## config.mk

```make
export PLATFORM = sky130hd
export DESIGN_NAME = external_memory_bus_interface
export DESIGN_NICKNAME = d
export VERILOG_FILES = /design/src/rtl/external_memory_port_pkg.sv /design/src/rtl/external_memory_port_sector_decode.sv /design/src/rtl/external_memory_port_pin_mux.sv /design/src/rtl/external_memory_bus_interface.sv
export SDC_FILE = /design/constraint.sdc
export NUM_CORES = 1
export LEC_CHECK = 0
export BUFFER_PORTS_ARGS = -buffer_cell sky130_fd_sc_hd__buf_2
export CAP_MARGIN = 20
export CORE_MARGIN = 2
export CORE_UTILIZATION = 48
export DETAILED_ROUTE_END_ITERATION = 7
export GPL_ROUTABILITY_DRIVEN = 0
export PLACE_DENSITY = 0.77
export RECOVER_POWER = 100
export SETUP_SLACK_MARGIN = 0.4
export SLEW_MARGIN = 5
export SYNTH_ARGS = -nofsm -noshare
export SYNTH_HDL_FRONTEND = slang
export SYNTH_SLANG_ARGS = --single-unit
```

## constraint.sdc

```tcl
create_clock -name I_CLOCK -period 1.7 [get_ports I_CLOCK]
set_input_delay 0.085 -clock I_CLOCK [delete_from_list [all_inputs] [get_ports I_CLOCK]]
set_output_delay 0.085 -clock I_CLOCK [all_outputs]
set_load 0.1 [all_outputs]
```

## src/rtl/external_memory_port_pkg.sv

```systemverilog
package external_memory_port_pkg;

  // ==========================================================
  // Memory map and field layout.
  localparam logic [15:0] INT_TOP      = 16'h21FF;
  localparam int          SECTOR_LSB   = 13;
  localparam logic [2:0]  LIMIT_NONE   = 3'h0;
  localparam logic [3:0]  AH_LINES     = 4'h8;
  localparam int          CTL_WR       = 0;
  localparam int          CTL_RD       = 1;
  localparam int          CTL_ALE      = 2;

  // ==========================================================
  // Reset values and constants.
  localparam logic [7:0]  BYTE_ZERO    = 8'h00;
  localparam logic [7:0]  BYTE_ONES    = 8'hFF;
  localparam logic [1:0]  WAIT_ZERO    = 2'h0;
  localparam logic [1:0]  PEND_ZERO    = 2'h0;
  localparam logic [15:0] ADDR_ZERO    = 16'h0000;

  // ==========================================================
  // Sequencer states.
  typedef enum logic [2:0] {ST_IDLE, ST_INT, ST_ADDR, ST_DATA, ST_END} external_memory_port_state_type;

endpackage : external_memory_port_pkg

```

## src/rtl/external_memory_port_sector_decode.sv

```systemverilog
module external_memory_port_sector_decode
  import external_memory_port_pkg::*;
(
  // Access address.
  input  wire logic [15:0] i_addr,
  // Sector and wait configuration.
  input  wire logic [2:0]  i_sector_limit,
  input  wire logic [1:0]  i_wait_lower,
  input  wire logic [1:0]  i_wait_upper,
  // Decode results.
  output logic             o_external,
  output logic             o_upper,
  output logic [1:0]       o_wait
);

  // ==========================================================
  // Internal or external target, sector and wait selection.
  always_comb begin
    o_external = (i_addr > INT_TOP);
    o_upper    = (i_sector_limit != LIMIT_NONE) &&
                 (i_addr[15:SECTOR_LSB] >= i_sector_limit);
    o_wait     = o_upper ? i_wait_upper : i_wait_lower;
  end

endmodule : external_memory_port_sector_decode

```

## src/rtl/external_memory_port_pin_mux.sv

```systemverilog
module external_memory_port_pin_mux
  import external_memory_port_pkg::*;
(
  // Interface enable and drive request.
  input  wire logic       i_en,
  input  wire logic       i_ad_drv,
  input  wire logic [7:0] i_ad_val,
  input  wire logic [7:0] i_ah_val,
  input  wire logic [2:0] i_release,
  // Normal port settings.
  input  wire logic [7:0] i_port_ad_out,
  input  wire logic [7:0] i_port_ad_dir,
  input  wire logic [7:0] i_port_ah_out,
  input  wire logic [7:0] i_port_ah_dir,
  // Pin values.
  output logic [7:0]      o_ad_out,
  output logic [7:0]      o_ad_oe,
  output logic [7:0]      o_ah_out,
  output logic [7:0]      o_ah_oe
);

  // ==========================================================
  // Per-line override of the port settings.
  for (genvar i = 0; i < 8; i++) begin : g_line
    localparam logic [3:0] BIT_IDX = 4'(i);
    logic used;
    assign used        = i_en && ((BIT_IDX + {1'b0, i_release}) < AH_LINES);
    assign o_ad_out[i] = i_en ? i_ad_val[i] : i_port_ad_out[i];
    assign o_ad_oe[i]  = i_en ? i_ad_drv : i_port_ad_dir[i];
    assign o_ah_out[i] = used ? i_ah_val[i] : i_port_ah_out[i];
    assign o_ah_oe[i]  = used ? 1'b1 : i_port_ah_dir[i];
  end

endmodule : external_memory_port_pin_mux

```

## src/rtl/external_memory_bus_interface.sv

```systemverilog
// Summary of operation
// - Enabled, addresses above internal SRAM go out on the external pins.
// - Low address byte and data byte share the eight muxed low lines.
// - Upper address on separate lines, number of used lines configurable.
// - Enabled interface overrides port direction on all its pins.
// - Address alone decides internal or external target per access.
// - External access drives address, data and strobes in fixed sequence.
// - Low address is valid on the muxed lines when the latch strobe falls.
// - Latch strobe stays low through the data phase.
// - Internal accesses may toggle address and latch strobe, never read/write.
// - Disabled interface gives the pins back to the normal port settings.
// - Disabled, addresses above internal SRAM never alias into it.
// - Four software wait-state choices including zero.
// - Two sectors with configurable boundary, each with own wait setting.
// - Software-enabled bus keeper on the muxed low lines.
// - External accesses only happen once the enable bit is set.
// - Zero-wait external access takes one cycle more than internal.
// - One, two, three waits add one, two, three cycles.
// - Enabled keeper holds last driven value while the enabled interface releases the lines.
module external_memory_bus_interface
  import external_memory_port_pkg::*;
(
  // Clock and reset.
  input  wire logic        I_CLOCK,
  input  wire logic        I_SYS_RST,
  // Configuration.
  input  wire logic        I_EXT_SRAM_ENABLE,
  input  wire logic        I_KEEPER_ENABLE,
  input  wire logic [2:0]  I_SECTOR_LIMIT,
  input  wire logic [1:0]  I_WAIT_LOWER,
  input  wire logic [1:0]  I_WAIT_UPPER,
  input  wire logic [2:0]  I_ADDR_RELEASE,
  // Access request.
  input  wire logic        I_REQ,
  input  wire logic        I_WRITE,
  input  wire logic [15:0] I_ADDR,
  input  wire logic [7:0]  I_WDATA,
  // Access answer.
  output logic             O_ACK,
  output logic             O_BUSY,
  output logic             O_INT_SEL,
  output logic             O_UNMAPPED,
  output logic [7:0]       O_RDATA,
  output logic             O_RVALID,
  // Normal port settings.
  input  wire logic [7:0]  I_PORT_AD_OUT,
  input  wire logic [7:0]  I_PORT_AD_DIR,
  input  wire logic [7:0]  I_PORT_AH_OUT,
  input  wire logic [7:0]  I_PORT_AH_DIR,
  input  wire logic [2:0]  I_PORT_CTL_OUT,
  input  wire logic [2:0]  I_PORT_CTL_DIR,
  // Muxed low lines.
  input  wire logic [7:0]  I_AD_IN,
  output logic [7:0]       O_AD_OUT,
  output logic [7:0]       O_AD_OE,
  output logic             O_KEEP_EN,
  output logic [7:0]       O_KEEP_VAL,
  // Upper address lines.
  output logic [7:0]       O_AH_OUT,
  output logic [7:0]       O_AH_OE,
  // Strobes.
  output logic             O_ALE,
  output logic             O_ALE_OE,
  output logic             O_RD_N,
  output logic             O_RD_OE,
  output logic             O_WR_N,
  output logic             O_WR_OE
);

  // ==========================================================
  // Declarations.
  external_memory_port_state_type state_r, state_nxt;
  logic [1:0]     cnt_r, cnt_nxt;
  logic [15:0]    addr_r, addr_nxt;
  logic [7:0]     wdata_r, wdata_nxt;
  logic           write_r, write_nxt, ack_nxt, unm_nxt, int_nxt;
  logic [1:0]     pend_r, pend_nxt, wait_sel;
  logic [7:0]     rdata_nxt, ad_s1_r, ad_s2_r;
  logic           is_ext, is_upper, ale_c, rd_n_c, wr_n_c, ad_drv_c;
  logic [7:0]     ad_val_c, keep_val_nxt;
  logic [7:0]     ad_out_c, ad_oe_c, ah_out_c, ah_oe_c;
  logic           ale_nxt, ale_oe_nxt, rd_n_nxt, rd_oe_nxt, wr_n_nxt, wr_oe_nxt, keep_en_nxt;

  // ==========================================================
  // Decode and pin override.
  external_memory_port_sector_decode u_decode (
    .i_addr         (I_ADDR),
    .i_sector_limit (I_SECTOR_LIMIT),
    .i_wait_lower   (I_WAIT_LOWER),
    .i_wait_upper   (I_WAIT_UPPER),
    .o_external     (is_ext),
    .o_upper        (is_upper),
    .o_wait         (wait_sel)
  );
  external_memory_port_pin_mux u_mux (
    .i_en          (I_EXT_SRAM_ENABLE),
    .i_ad_drv      (ad_drv_c),
    .i_ad_val      (ad_val_c),
    .i_ah_val      (addr_nxt[15:8]),
    .i_release     (I_ADDR_RELEASE),
    .i_port_ad_out (I_PORT_AD_OUT),
    .i_port_ad_dir (I_PORT_AD_DIR),
    .i_port_ah_out (I_PORT_AH_OUT),
    .i_port_ah_dir (I_PORT_AH_DIR),
    .o_ad_out      (ad_out_c),
    .o_ad_oe       (ad_oe_c),
    .o_ah_out      (ah_out_c),
    .o_ah_oe       (ah_oe_c)
  );

  // ==========================================================
  // Access sequencer and pin controls for the coming cycle.
  always_comb begin
    state_nxt = state_r;
    cnt_nxt   = cnt_r;
    addr_nxt  = addr_r;
    wdata_nxt = wdata_r;
    write_nxt = write_r;
    ack_nxt   = 1'b0;
    unm_nxt   = 1'b0;
    int_nxt   = 1'b0;
    pend_nxt  = {pend_r[0], 1'b0};
    rdata_nxt = pend_r[1] ? ad_s2_r : O_RDATA;
    case (state_r)
      ST_IDLE: begin
        if (I_REQ) begin
          addr_nxt  = I_ADDR;
          wdata_nxt = I_WDATA;
          write_nxt = I_WRITE;
          cnt_nxt   = wait_sel;
          if (!is_ext) begin
            state_nxt = ST_INT;
            int_nxt   = 1'b1;
          end else if (I_EXT_SRAM_ENABLE) begin
            state_nxt = ST_ADDR;
          end else begin
            ack_nxt = 1'b1;
            unm_nxt = 1'b1;
          end
        end
      end
      ST_INT: begin
        ack_nxt   = 1'b1;
        state_nxt = ST_IDLE;
      end
      ST_ADDR: begin
        state_nxt = ST_DATA;
      end
      ST_DATA: begin
        if (cnt_r == WAIT_ZERO) begin
          state_nxt   = ST_END;
          ack_nxt     = 1'b1;
          pend_nxt[0] = !write_r;
        end else begin
          cnt_nxt = cnt_r - 2'h1;
        end
      end
      ST_END: begin
        state_nxt = ST_IDLE;
      end
      default: begin
        state_nxt = ST_IDLE;
      end
    endcase
  end

  always_comb begin
    ale_c    = (state_nxt == ST_INT) || (state_nxt == ST_ADDR);
    rd_n_c   = !((state_nxt == ST_DATA) && !write_nxt);
    wr_n_c   = !((state_nxt == ST_DATA) && write_nxt);
    ad_drv_c = ale_c || (((state_nxt == ST_DATA) || (state_nxt == ST_END)) && write_nxt);
    ad_val_c = ale_c ? addr_nxt[7:0] : wdata_nxt;
    if (I_EXT_SRAM_ENABLE) begin
      ale_nxt    = ale_c;
      rd_n_nxt   = rd_n_c;
      wr_n_nxt   = wr_n_c;
      ale_oe_nxt = 1'b1;
      rd_oe_nxt  = 1'b1;
      wr_oe_nxt  = 1'b1;
    end else begin
      ale_nxt    = I_PORT_CTL_OUT[CTL_ALE];
      rd_n_nxt   = I_PORT_CTL_OUT[CTL_RD];
      wr_n_nxt   = I_PORT_CTL_OUT[CTL_WR];
      ale_oe_nxt = I_PORT_CTL_DIR[CTL_ALE];
      rd_oe_nxt  = I_PORT_CTL_DIR[CTL_RD];
      wr_oe_nxt  = I_PORT_CTL_DIR[CTL_WR];
    end
    keep_en_nxt  = I_KEEPER_ENABLE && I_EXT_SRAM_ENABLE && !ad_drv_c;
    keep_val_nxt = (I_EXT_SRAM_ENABLE && ad_drv_c) ? ad_val_c : O_KEEP_VAL;
  end

  // ==========================================================
  // Registers.
  always_ff @(posedge I_CLOCK) begin
    if (I_SYS_RST) begin
      state_r    <= ST_IDLE;
      cnt_r      <= WAIT_ZERO;
      addr_r     <= ADDR_ZERO;
      wdata_r    <= BYTE_ZERO;
      write_r    <= 1'b0;
      pend_r     <= PEND_ZERO;
      ad_s1_r    <= BYTE_ZERO;
      ad_s2_r    <= BYTE_ZERO;
      O_ACK      <= 1'b0;
      O_BUSY     <= 1'b0;
      O_INT_SEL  <= 1'b0;
      O_UNMAPPED <= 1'b0;
      O_RDATA    <= BYTE_ZERO;
      O_RVALID   <= 1'b0;
      O_AD_OUT   <= BYTE_ZERO;
      O_AD_OE    <= BYTE_ZERO;
      O_KEEP_EN  <= 1'b0;
      O_KEEP_VAL <= BYTE_ZERO;
      O_AH_OUT   <= BYTE_ZERO;
      O_AH_OE    <= BYTE_ZERO;
      O_ALE      <= 1'b0;
      O_ALE_OE   <= 1'b0;
      O_RD_N     <= 1'b1;
      O_RD_OE    <= 1'b0;
      O_WR_N     <= 1'b1;
      O_WR_OE    <= 1'b0;
    end else begin
      state_r    <= state_nxt;
      cnt_r      <= cnt_nxt;
      addr_r     <= addr_nxt;
      wdata_r    <= wdata_nxt;
      write_r    <= write_nxt;
      pend_r     <= pend_nxt;
      ad_s1_r    <= I_AD_IN;
      ad_s2_r    <= ad_s1_r;
      O_ACK      <= ack_nxt;
      O_BUSY     <= (state_nxt != ST_IDLE);
      O_INT_SEL  <= int_nxt;
      O_UNMAPPED <= unm_nxt;
      O_RDATA    <= rdata_nxt;
      O_RVALID   <= pend_r[1];
      O_AD_OUT   <= ad_out_c;
      O_AD_OE    <= ad_oe_c;
      O_KEEP_EN  <= keep_en_nxt;
      O_KEEP_VAL <= keep_val_nxt;
      O_AH_OUT   <= ah_out_c;
      O_AH_OE    <= ah_oe_c;
      O_ALE      <= ale_nxt;
      O_ALE_OE   <= ale_oe_nxt;
      O_RD_N     <= rd_n_nxt;
      O_RD_OE    <= rd_oe_nxt;
      O_WR_N     <= wr_n_nxt;
      O_WR_OE    <= wr_oe_nxt;
    end
  end

  // ==========================================================
  // Checks.
  property p_strobe_idle;
    @(posedge I_CLOCK) disable iff (I_SYS_RST)
      $past(I_EXT_SRAM_ENABLE) && (state_r != ST_DATA) |-> O_RD_N && O_WR_N;
  endproperty
  a_strobe_idle: assert property (p_strobe_idle)
    else $error("Strobe active outside data phase.");

  property p_zero_wait;
    @(posedge I_CLOCK) disable iff (I_SYS_RST)
      (state_r == ST_IDLE) && I_REQ && I_EXT_SRAM_ENABLE && is_ext && (wait_sel == 2'h0)
      |-> ##1 !O_ACK [*2] ##1 O_ACK;
  endproperty
  a_zero_wait: assert property (p_zero_wait)
    else $error("Zero-wait external access not three cycles.");

  property p_three_wait;
    @(posedge I_CLOCK) disable iff (I_SYS_RST)
      (state_r == ST_IDLE) && I_REQ && I_EXT_SRAM_ENABLE && is_ext && (wait_sel == 2'h3)
      |-> ##1 !O_ACK [*5] ##1 O_ACK;
  endproperty
  a_three_wait: assert property (p_three_wait)
    else $error("Three-wait external access not six cycles.");

  property p_internal;
    @(posedge I_CLOCK) disable iff (I_SYS_RST)
      (state_r == ST_IDLE) && I_REQ && I_EXT_SRAM_ENABLE && !is_ext
      |=> O_ALE && O_INT_SEL ##1 !O_ALE && O_ACK && O_RD_N && O_WR_N;
  endproperty
  a_internal: assert property (p_internal)
    else $error("Internal access sequence wrong.");

  property p_latch;
    @(posedge I_CLOCK) disable iff (I_SYS_RST)
      $past(I_EXT_SRAM_ENABLE) && (state_r == ST_ADDR)
      |-> O_ALE && (O_AD_OE == BYTE_ONES) && (O_AD_OUT == addr_r[7:0]) ##1 !O_ALE;
  endproperty
  a_latch: assert property (p_latch)
    else $error("Low address not valid at latch strobe fall.");

  property p_ale_low;
    @(posedge I_CLOCK) disable iff (I_SYS_RST)
      $past(I_EXT_SRAM_ENABLE) && (state_r == ST_DATA) |-> !O_ALE;
  endproperty
  a_ale_low: assert property (p_ale_low)
    else $error("Latch strobe high during data phase.");

  property p_read_release;
    @(posedge I_CLOCK) disable iff (I_SYS_RST)
      $past(I_EXT_SRAM_ENABLE) && (state_r == ST_DATA) && !write_r |-> (O_AD_OE == BYTE_ZERO) && !O_RD_N;
  endproperty
  a_read_release: assert property (p_read_release)
    else $error("Muxed lines driven during read data phase.");

  property p_disabled;
    @(posedge I_CLOCK) disable iff (I_SYS_RST)
      !$past(I_EXT_SRAM_ENABLE) |-> (O_AD_OUT == $past(I_PORT_AD_OUT)) && (O_AD_OE == $past(I_PORT_AD_DIR));
  endproperty
  a_disabled: assert property (p_disabled)
    else $error("Disabled pins differ from port settings.");

  property p_no_alias;
    @(posedge I_CLOCK) disable iff (I_SYS_RST)
      (state_r == ST_IDLE) && I_REQ && !I_EXT_SRAM_ENABLE && is_ext |=> O_ACK && O_UNMAPPED && !O_INT_SEL;
  endproperty
  a_no_alias: assert property (p_no_alias)
    else $error("Disabled external address reached internal memory.");

  property p_keeper;
    @(posedge I_CLOCK) disable iff (I_SYS_RST)
      O_KEEP_EN && $past(O_KEEP_EN) |-> $stable(O_KEEP_VAL) && (O_AD_OE == BYTE_ZERO);
  endproperty
  a_keeper: assert property (p_keeper)
    else $error("Keeper value moved while lines released.");

  property p_sector;
    @(posedge I_CLOCK) disable iff (I_SYS_RST)
      is_upper |-> (wait_sel == I_WAIT_UPPER) && (I_ADDR[15:13] >= I_SECTOR_LIMIT);
  endproperty
  a_sector: assert property (p_sector)
    else $error("Upper sector wait setting not used.");

endmodule : external_memory_bus_interface

```

==> results of run 1 <==
-- final cells by class --
| class | count | share of cell area (%) |
|---|---|---|
| Clock inverter | 6 | 0.804 |
| Timing Repair Buffer | 226 | 26.5 |
| Multi-Input combinational cell | 261 | 32.4 |
| Sequential cell | 100 | 35.0 |
| Clock buffer | 10 | 2.59 |
| Inverter | 9 | 0.587 |
| Tap cell | 102 | 2.22 |
-- cell families (layout without fill, tap and decap cells) --
| family | after synthesis | count (layout) |
|---|---|---|
| AND/OR/NAND/NOR | 155 | 155 |
| multiplexers | 20 | 20 |
| adder cells (fa/ha/maj) | 4 | 4 |
| buffers and inverters | 35 | 251 |
| AO/OA/AOI/OAI | 82 | 82 |
| flip-flops | 100 | 100 |
-- metrics by stage --
stage / utilization, % / instances
floorplan: - / 396
global placement: 61.5 / 637
detailed placement: 61.5 / 637
CTS: 72.4 / 709
global route: 75.7 / 714
finish: 75.7 / 714
-- metal layers --
metal / track usage (%) / vias up / part of all wire, %
met5: 0 / - / 0
li1: - / 1765 / -
met4: 6.47 / 0 / 1.4
met3: 7.23 / 15 / 7.5
met1: 28.8 / 1667 / 41
met2: 41.1 / 152 / 50
-- final timing paths --
check	from	endpoint	slack, ns	cells after the start
setup / recovery	state_r[1]	O_AH_OUT[3]	0.07	6
hold / removal	I_PORT_AH_OUT[4]	O_AH_OUT[4]	0.01	3
setup reg to reg	state_r[1]	O_AH_OUT[3]	0.07	6
hold reg to reg	ad_s1_r[4]	ad_s2_r[4]	0.44	1
-- power breakdown --
part	total (mW)	switching, mW	internal (mW)
registers	2.55	0.0675	2.48
clock network	1.46	0.827	0.629
logic	1.64	1.10	0.536
total	5.64	2.00	3.65
-- registers in the layout (all words and copies together), names as in the netlist, 3 cells and up --
register and count:
O_AD_OE 8, O_RDATA 8, O_AH_OE 8, O_AH_OUT 8, addr_r 8, O_KEEP_VAL 8, wdata_r 8, ad_s1_r 8
O_AD_OUT 8, state_r 3, ad_s2_r 8
-- placed cells by master (no fill, tap or decap), drive strengths merged, types with 5 or more instances in the layout --
cell type | Yosys | routed
o21a | 8 | 8
nand2 | 32 | 32
nor2 | 65 | 65
dlygate4sd3 | 0 | 49
a21oi | 17 | 17
o41ai | 8 | 8
clkbuf | 13 | 72
o21ai | 23 | 23
dfxtp | 100 | 100
nor2b | 21 | 21
buf | 13 | 115
nor3 | 5 | 5
nand3 | 9 | 9
mux2i | 19 | 19
a211oi | 14 | 14
inv | 9 | 10
and2b | 8 | 8
-- worst max-delay path, stage by stage, from the launching register on --
cell	delay, ns
dfxtp_4	0.39
nor4b_4	0.33
buf_4	0.17
buf_8	0.12
buf_8	0.14
mux2i_4	0.23
a211oi_1	0.09
-- repair_timing --
action | in CTS | in global routing
hold buffers | 48 | 1
cloned | 0 | 0
buffers inserted | 8 | 4
hold endpoints to repair | 48 | 1
pin swaps | 6 | 11
endpoints found under the setup margin | 57 | 61
gates resized for setup | 19 | 39
==> results.ini, run 1 <==
[synthesis]
synth_xor_area_share_pct = 0
ys_top_cells_by_count = dfxtp_1, nor2_1, nand2_1
synth_seq_cells = 100
synth-seq-area-share_pct = 53.9
syn_area_um2 = 3720
synth_compound_area_share_pct = 15.2
muxShareOfSynthArea_pct = 5.42
synth_top_cell_by_area = dfxtp_1
synth.distinct_cells = 43
synth.avg_cell_area_um2 = 9.39
synth-async-reset-ratio_pct = 0
synth_most_common_cell = dfxtp_1
syn_nets = 486
synth-warning-count = 0
synth_top_family_by_area = simple AND/OR/NAND/NOR gates
synth_ff_type = dfxtp_1
synthTopCellsByArea = dfxtp_1, nor2_1, mux2i_1, nor2b_1, nand2_1
synthAdderAreaFrac_pct = 1.35
yosys.area_share.simple_pct = 20.2
syn-instance-count = 396
synth_top_area_share_pct = 53.9
synth_enable_flop_cells = 0

[placed_design]
port_buffers = 145
place_area_um2 = 4680
pre_cts_slack_ns = 0.0159
hpwl_mm = 6.59

[pwr]
finalPower_mw = 5.64
power.leakage_nw = 2.54
peakVddDrop_v = 0.000664
power_density_nw_per_um2 = 980

[outcome]
outcome = finished clean

[timing]
fin_crit_ns = 1.63
rsz0062_at_grt = true
worst_slew_pin_slew_ns = 1.04
setup_slack_ns = 0.0682
holdWs_ns = 0.0127
fmax_mhz = 613
tns_ns = 0
maxSlewViolCount = 0
relSlewSlack_pct = 30.6
finalHoldViolCount = 0
finalSetupViolations = 0
fin_crit_sh_pct = 96.0
clock_skew_ns = 0.00843

[global_route]
grt_use_total_pct = 23.8
grt_overflow = 0
grt_pass1_vias = 3420
grt_pass1_wl_mm = 15.9
antenna_found_initial = 0
grt_max_degree = 52

[clock_tree]
htree_levels = 3
cts-root-buf = clkbuf_8
clk_latency_ns = 0.35
numCtsBuffers = 9
clockBufferDepth = 2
clk_pin_slew_ns = 0.10
tritoncts_num_sinks = 100
tritoncts = built

[drt]
routedWlPerCell_um = 14.7
wirelength_mm = 10.5
ant_nets = 0
vias_per_cell = 5.04
drc_errors = 0
drtPass1Iterations = 4
drt_iter0_markers = 161
num_vias = 3599

[floorplanning]
core_um2 = 7610
die-area_um2 = 8460
die_w_um = 92
die_h_um = 92
start_util_pct = 48.9
fp-row-count = 32
pin_count = 146

[critical_path]
crit_path_end_kind = register
crit_required_ns = 1.89
critPathMaxFanout = 5
crit_path_start_kind = register
crit_type = register to register
crit_arrival_ns = 1.82

[final_layout]
drive_gt1_share_pct = 41.0
nFillCells = 508
final_cell_area_um2 = 5760
multiInputGateArea_um2 = 1860
seqCellArea_um2 = 2010
antenna-diode-count = 0
fin_nets = 697
syn_to_final_growth_pct = 54.9

[worst_hold_path]
hp-class = input pin to register

[run]
maxCapViolCount = 0

No activity file was read; power rests on OpenSTA's default activity.
==> run 2: changes to the inputs <==
==> constraint.sdc (replaced) <==
create_clock -name I_CLOCK -period 1.8 [get_ports I_CLOCK]
set_input_delay 0.09 -clock I_CLOCK [delete_from_list [all_inputs] [get_ports I_CLOCK]]
set_output_delay 0.09 -clock I_CLOCK [all_outputs]
set_load 0.1 [all_outputs]
==> run 2 against run 1 <==
Worst hold slack improved by 0.0041 ns. Worst setup slack better by 0.043 ns. Largest power group unchanged. Clock power down 6%. Sequential power shrank 6%. Clock skew up 0.0016 ns. Critical endpoint is now O_KEEP_VAL[4]. Global-route usage increased by 0.87 points. Count of clock-buffer cells in the layout unchanged. Power down 5.8%. Wire length is 1.9% higher.
==> results.ini, run 2 (synthesized netlist as in run 1, its figures left out) <==
[global_route]
grt_use_total_pct = 24.6  ; +0.87 points
grt_pass1_vias = 3737  ; +9.3%
grt_max_degree = 69  ; +33%
grt_pass1_wl_mm = 16.5  ; +3.6%
grt_overflow = 0  ; unchanged
antenna_found_initial = 0  ; unchanged

[pwr]
finalPower_mw = 5.31  ; -5.8%
power_density_nw_per_um2 = 929  ; -5.2%
p_int_mw = 3.42  ; -6.4%
seqPwrFrac_pct = 45.2  ; about the same
sw_frac_of_total_pct = 35.7  ; +0.36 points
peakVddDrop_v = 0.000609  ; -8.3%
power.leakage_nw = 2.56  ; +0.96%
switchingPower_mw = 1.90  ; -4.9%
power.share.clock_pct = 25.9  ; about the same
comb_power_share_pct = 28.9  ; about the same

[drt]
ant_nets = 0  ; unchanged
wirelength_mm = 10.7  ; +1.9%
vias_per_cell = 5.08  ; +0.71%
drc_errors = 0  ; unchanged
drtPass1Iterations = 4  ; unchanged
routedWlPerCell_um = 14.9  ; +1.0%
drt_iter0_markers = 232  ; +44%
num_vias = 3655  ; +1.6%

[timing]
rsz0062_at_grt = true
fin_crit_sh_pct = 93.8  ; -2.2 points
finalHoldViolCount = 0  ; unchanged
tns_ns = 0  ; unchanged
worst_slew_pin_slew_ns = 0.680  ; -0.361 ns
holdWs_ns = 0.0168  ; +0.00408 ns
fin_crit_ns = 1.69  ; +0.0572 ns
fmax_mhz = 592  ; -3.4%
maxSlewViolCount = 0  ; unchanged
relSlewSlack_pct = 54.5  ; +24 points
clock_skew_ns = 0.0100  ; +0.00160 ns
finalSetupViolations = 0  ; unchanged

[floorplanning]
fp-row-count = 32  ; unchanged
pin_count = 146  ; unchanged
core_um2 = 7610  ; unchanged
start_util_pct = 48.9  ; unchanged
die_w_um = 92  ; unchanged
die_h_um = 92  ; unchanged
die-area_um2 = 8460  ; unchanged

[clock_tree]
clk_latency_ns = 0.36  ; about the same
htree_levels = 3  ; unchanged
numCtsBuffers = 9  ; unchanged
cts-root-buf = clkbuf_8
clockBufferDepth = 2  ; unchanged
tritoncts = built
clk_pin_slew_ns = 0.10  ; about the same
tritoncts_num_sinks = 100  ; unchanged

[final_layout]
layout_commonest_cell = dfxtp_1
syn_to_final_growth_pct = 53.9
nFillCells = 526  ; +3.5%
drive_gt1_share_pct = 39.5  ; -1.5 points
layout.cells.non_filler = 720  ; +0.84%
antenna-diode-count = 0  ; unchanged
final_cell_mix = dfxtp_1, buf_2, clkbuf_2
fin_nets = 703  ; +0.86%

[critical_path]
crit_slowest_cell = dfxtp_1
crit_arrival_ns = 1.93  ; +0.11 ns
crit_path_max_incr_delay_ns = 0.51  ; +0.12 ns
worstPathCellList = nand2b_2, a22oi_4, buf_6, and2b_2, a211oi_2, o41ai_1
critPathMaxFanout = 6  ; +1
crit_path_end_kind = register
crit_required_ns = 2.05  ; +0.16 ns
crit_path_start_kind = register
crit_type = register to register

[run]
maxCapViolCount = 0  ; unchanged

[placed_design]
placed_cells = 631  ; -0.94%
hpwl_mm = 6.36  ; -3.5%
port_buffers = 145  ; unchanged

[worst_hold_path]
hp-class = input pin to register

[outcome]
outcome = finished clean

==> run 2: cell types whose count changed in the layout (fill, tap and decap cells not counted), sizes merged <==
cell / change
clkbuf: +2
clkinvlp: -2
buf: +6
inv: +2
dlygate4sd3: -2
==> run 2: path summary, 6_finish.rpt <==
path	startpoint	to	slack, ns	cells after the start
worst max-delay path	state_r[0]	O_KEEP_VAL[4]	0.11	6
worst min-delay path	I_PORT_AH_OUT[7]	O_AH_OUT[7]	0.02	3
worst max register to register	state_r[0]	O_KEEP_VAL[4]	0.11	6
worst min register to register	ad_s1_r[2]	ad_s2_r[2]	0.44	1
==> run 2: layer usage <==
layer	up-vias	global-route usage [%]	wire length, um
met4	0	12.9	309
met3	29	6.49	923
met2	174	43.0	5270
met1	1671	27.5	4220
met5	-	0	0
li1	1781	-	-
==> run 2: metrics by stage <==
step / util [%] / setup slack (ns) / instance area (um^2)
after floorplan: - / 0.332 / 3810
after global placement: 61.1 / 0.125 / 4640
after detailed placement: 61.1 / 0.0281 / 4640
after CTS: 74.4 / 0.194 / 5660
after global routing: 75.2 / 0.0475 / 5720
final: 75.2 / 0.111 / 5720
==> run 2: what timing repair did <==
item	4_1_cts	5_1_grt
cloned	1	0
pin swaps	18	11
gates resized for setup	49	29
hold buffers	47	0
endpoints found under the hold margin	47	0
buffers inserted	16	9
endpoints found under the setup margin	57	58
==> run 2: worst max-delay path, delay by kind of cell, from the launching register on <==
family	cells	cell delay (ns)
AOI/OAI and AO/OA	3	0.55
buffers and inverters	1	0.17
DFF	1	0.51
and+or+nand+nor	2	0.35
==> run 2: layout make-up <==
type                       instances  area (um^2)  area share (%)
clock buffer                      10          138            2.41
clock inverter                     6         55.1           0.962
tap                              102          128            2.23
multi-input combinational        261         1770            30.9
sequential                       100         2010            35.1
inverter                           9         33.8           0.590
timing repair buffer             232         1600            27.9
==> run 2: power by group through the flow <==
stage / registers (mW) / logic, mW / clock network (mW)
after detailed placement: 2.45 / 1.26 / 0
after global placement: 2.44 / 1.24 / 0
after global routing: 2.42 / 1.61 / 1.50
after floorplan: 3.03 / 0.397 / 0
final: 2.40 / 1.54 / 1.37
after CTS: 2.40 / 1.49 / 1.40
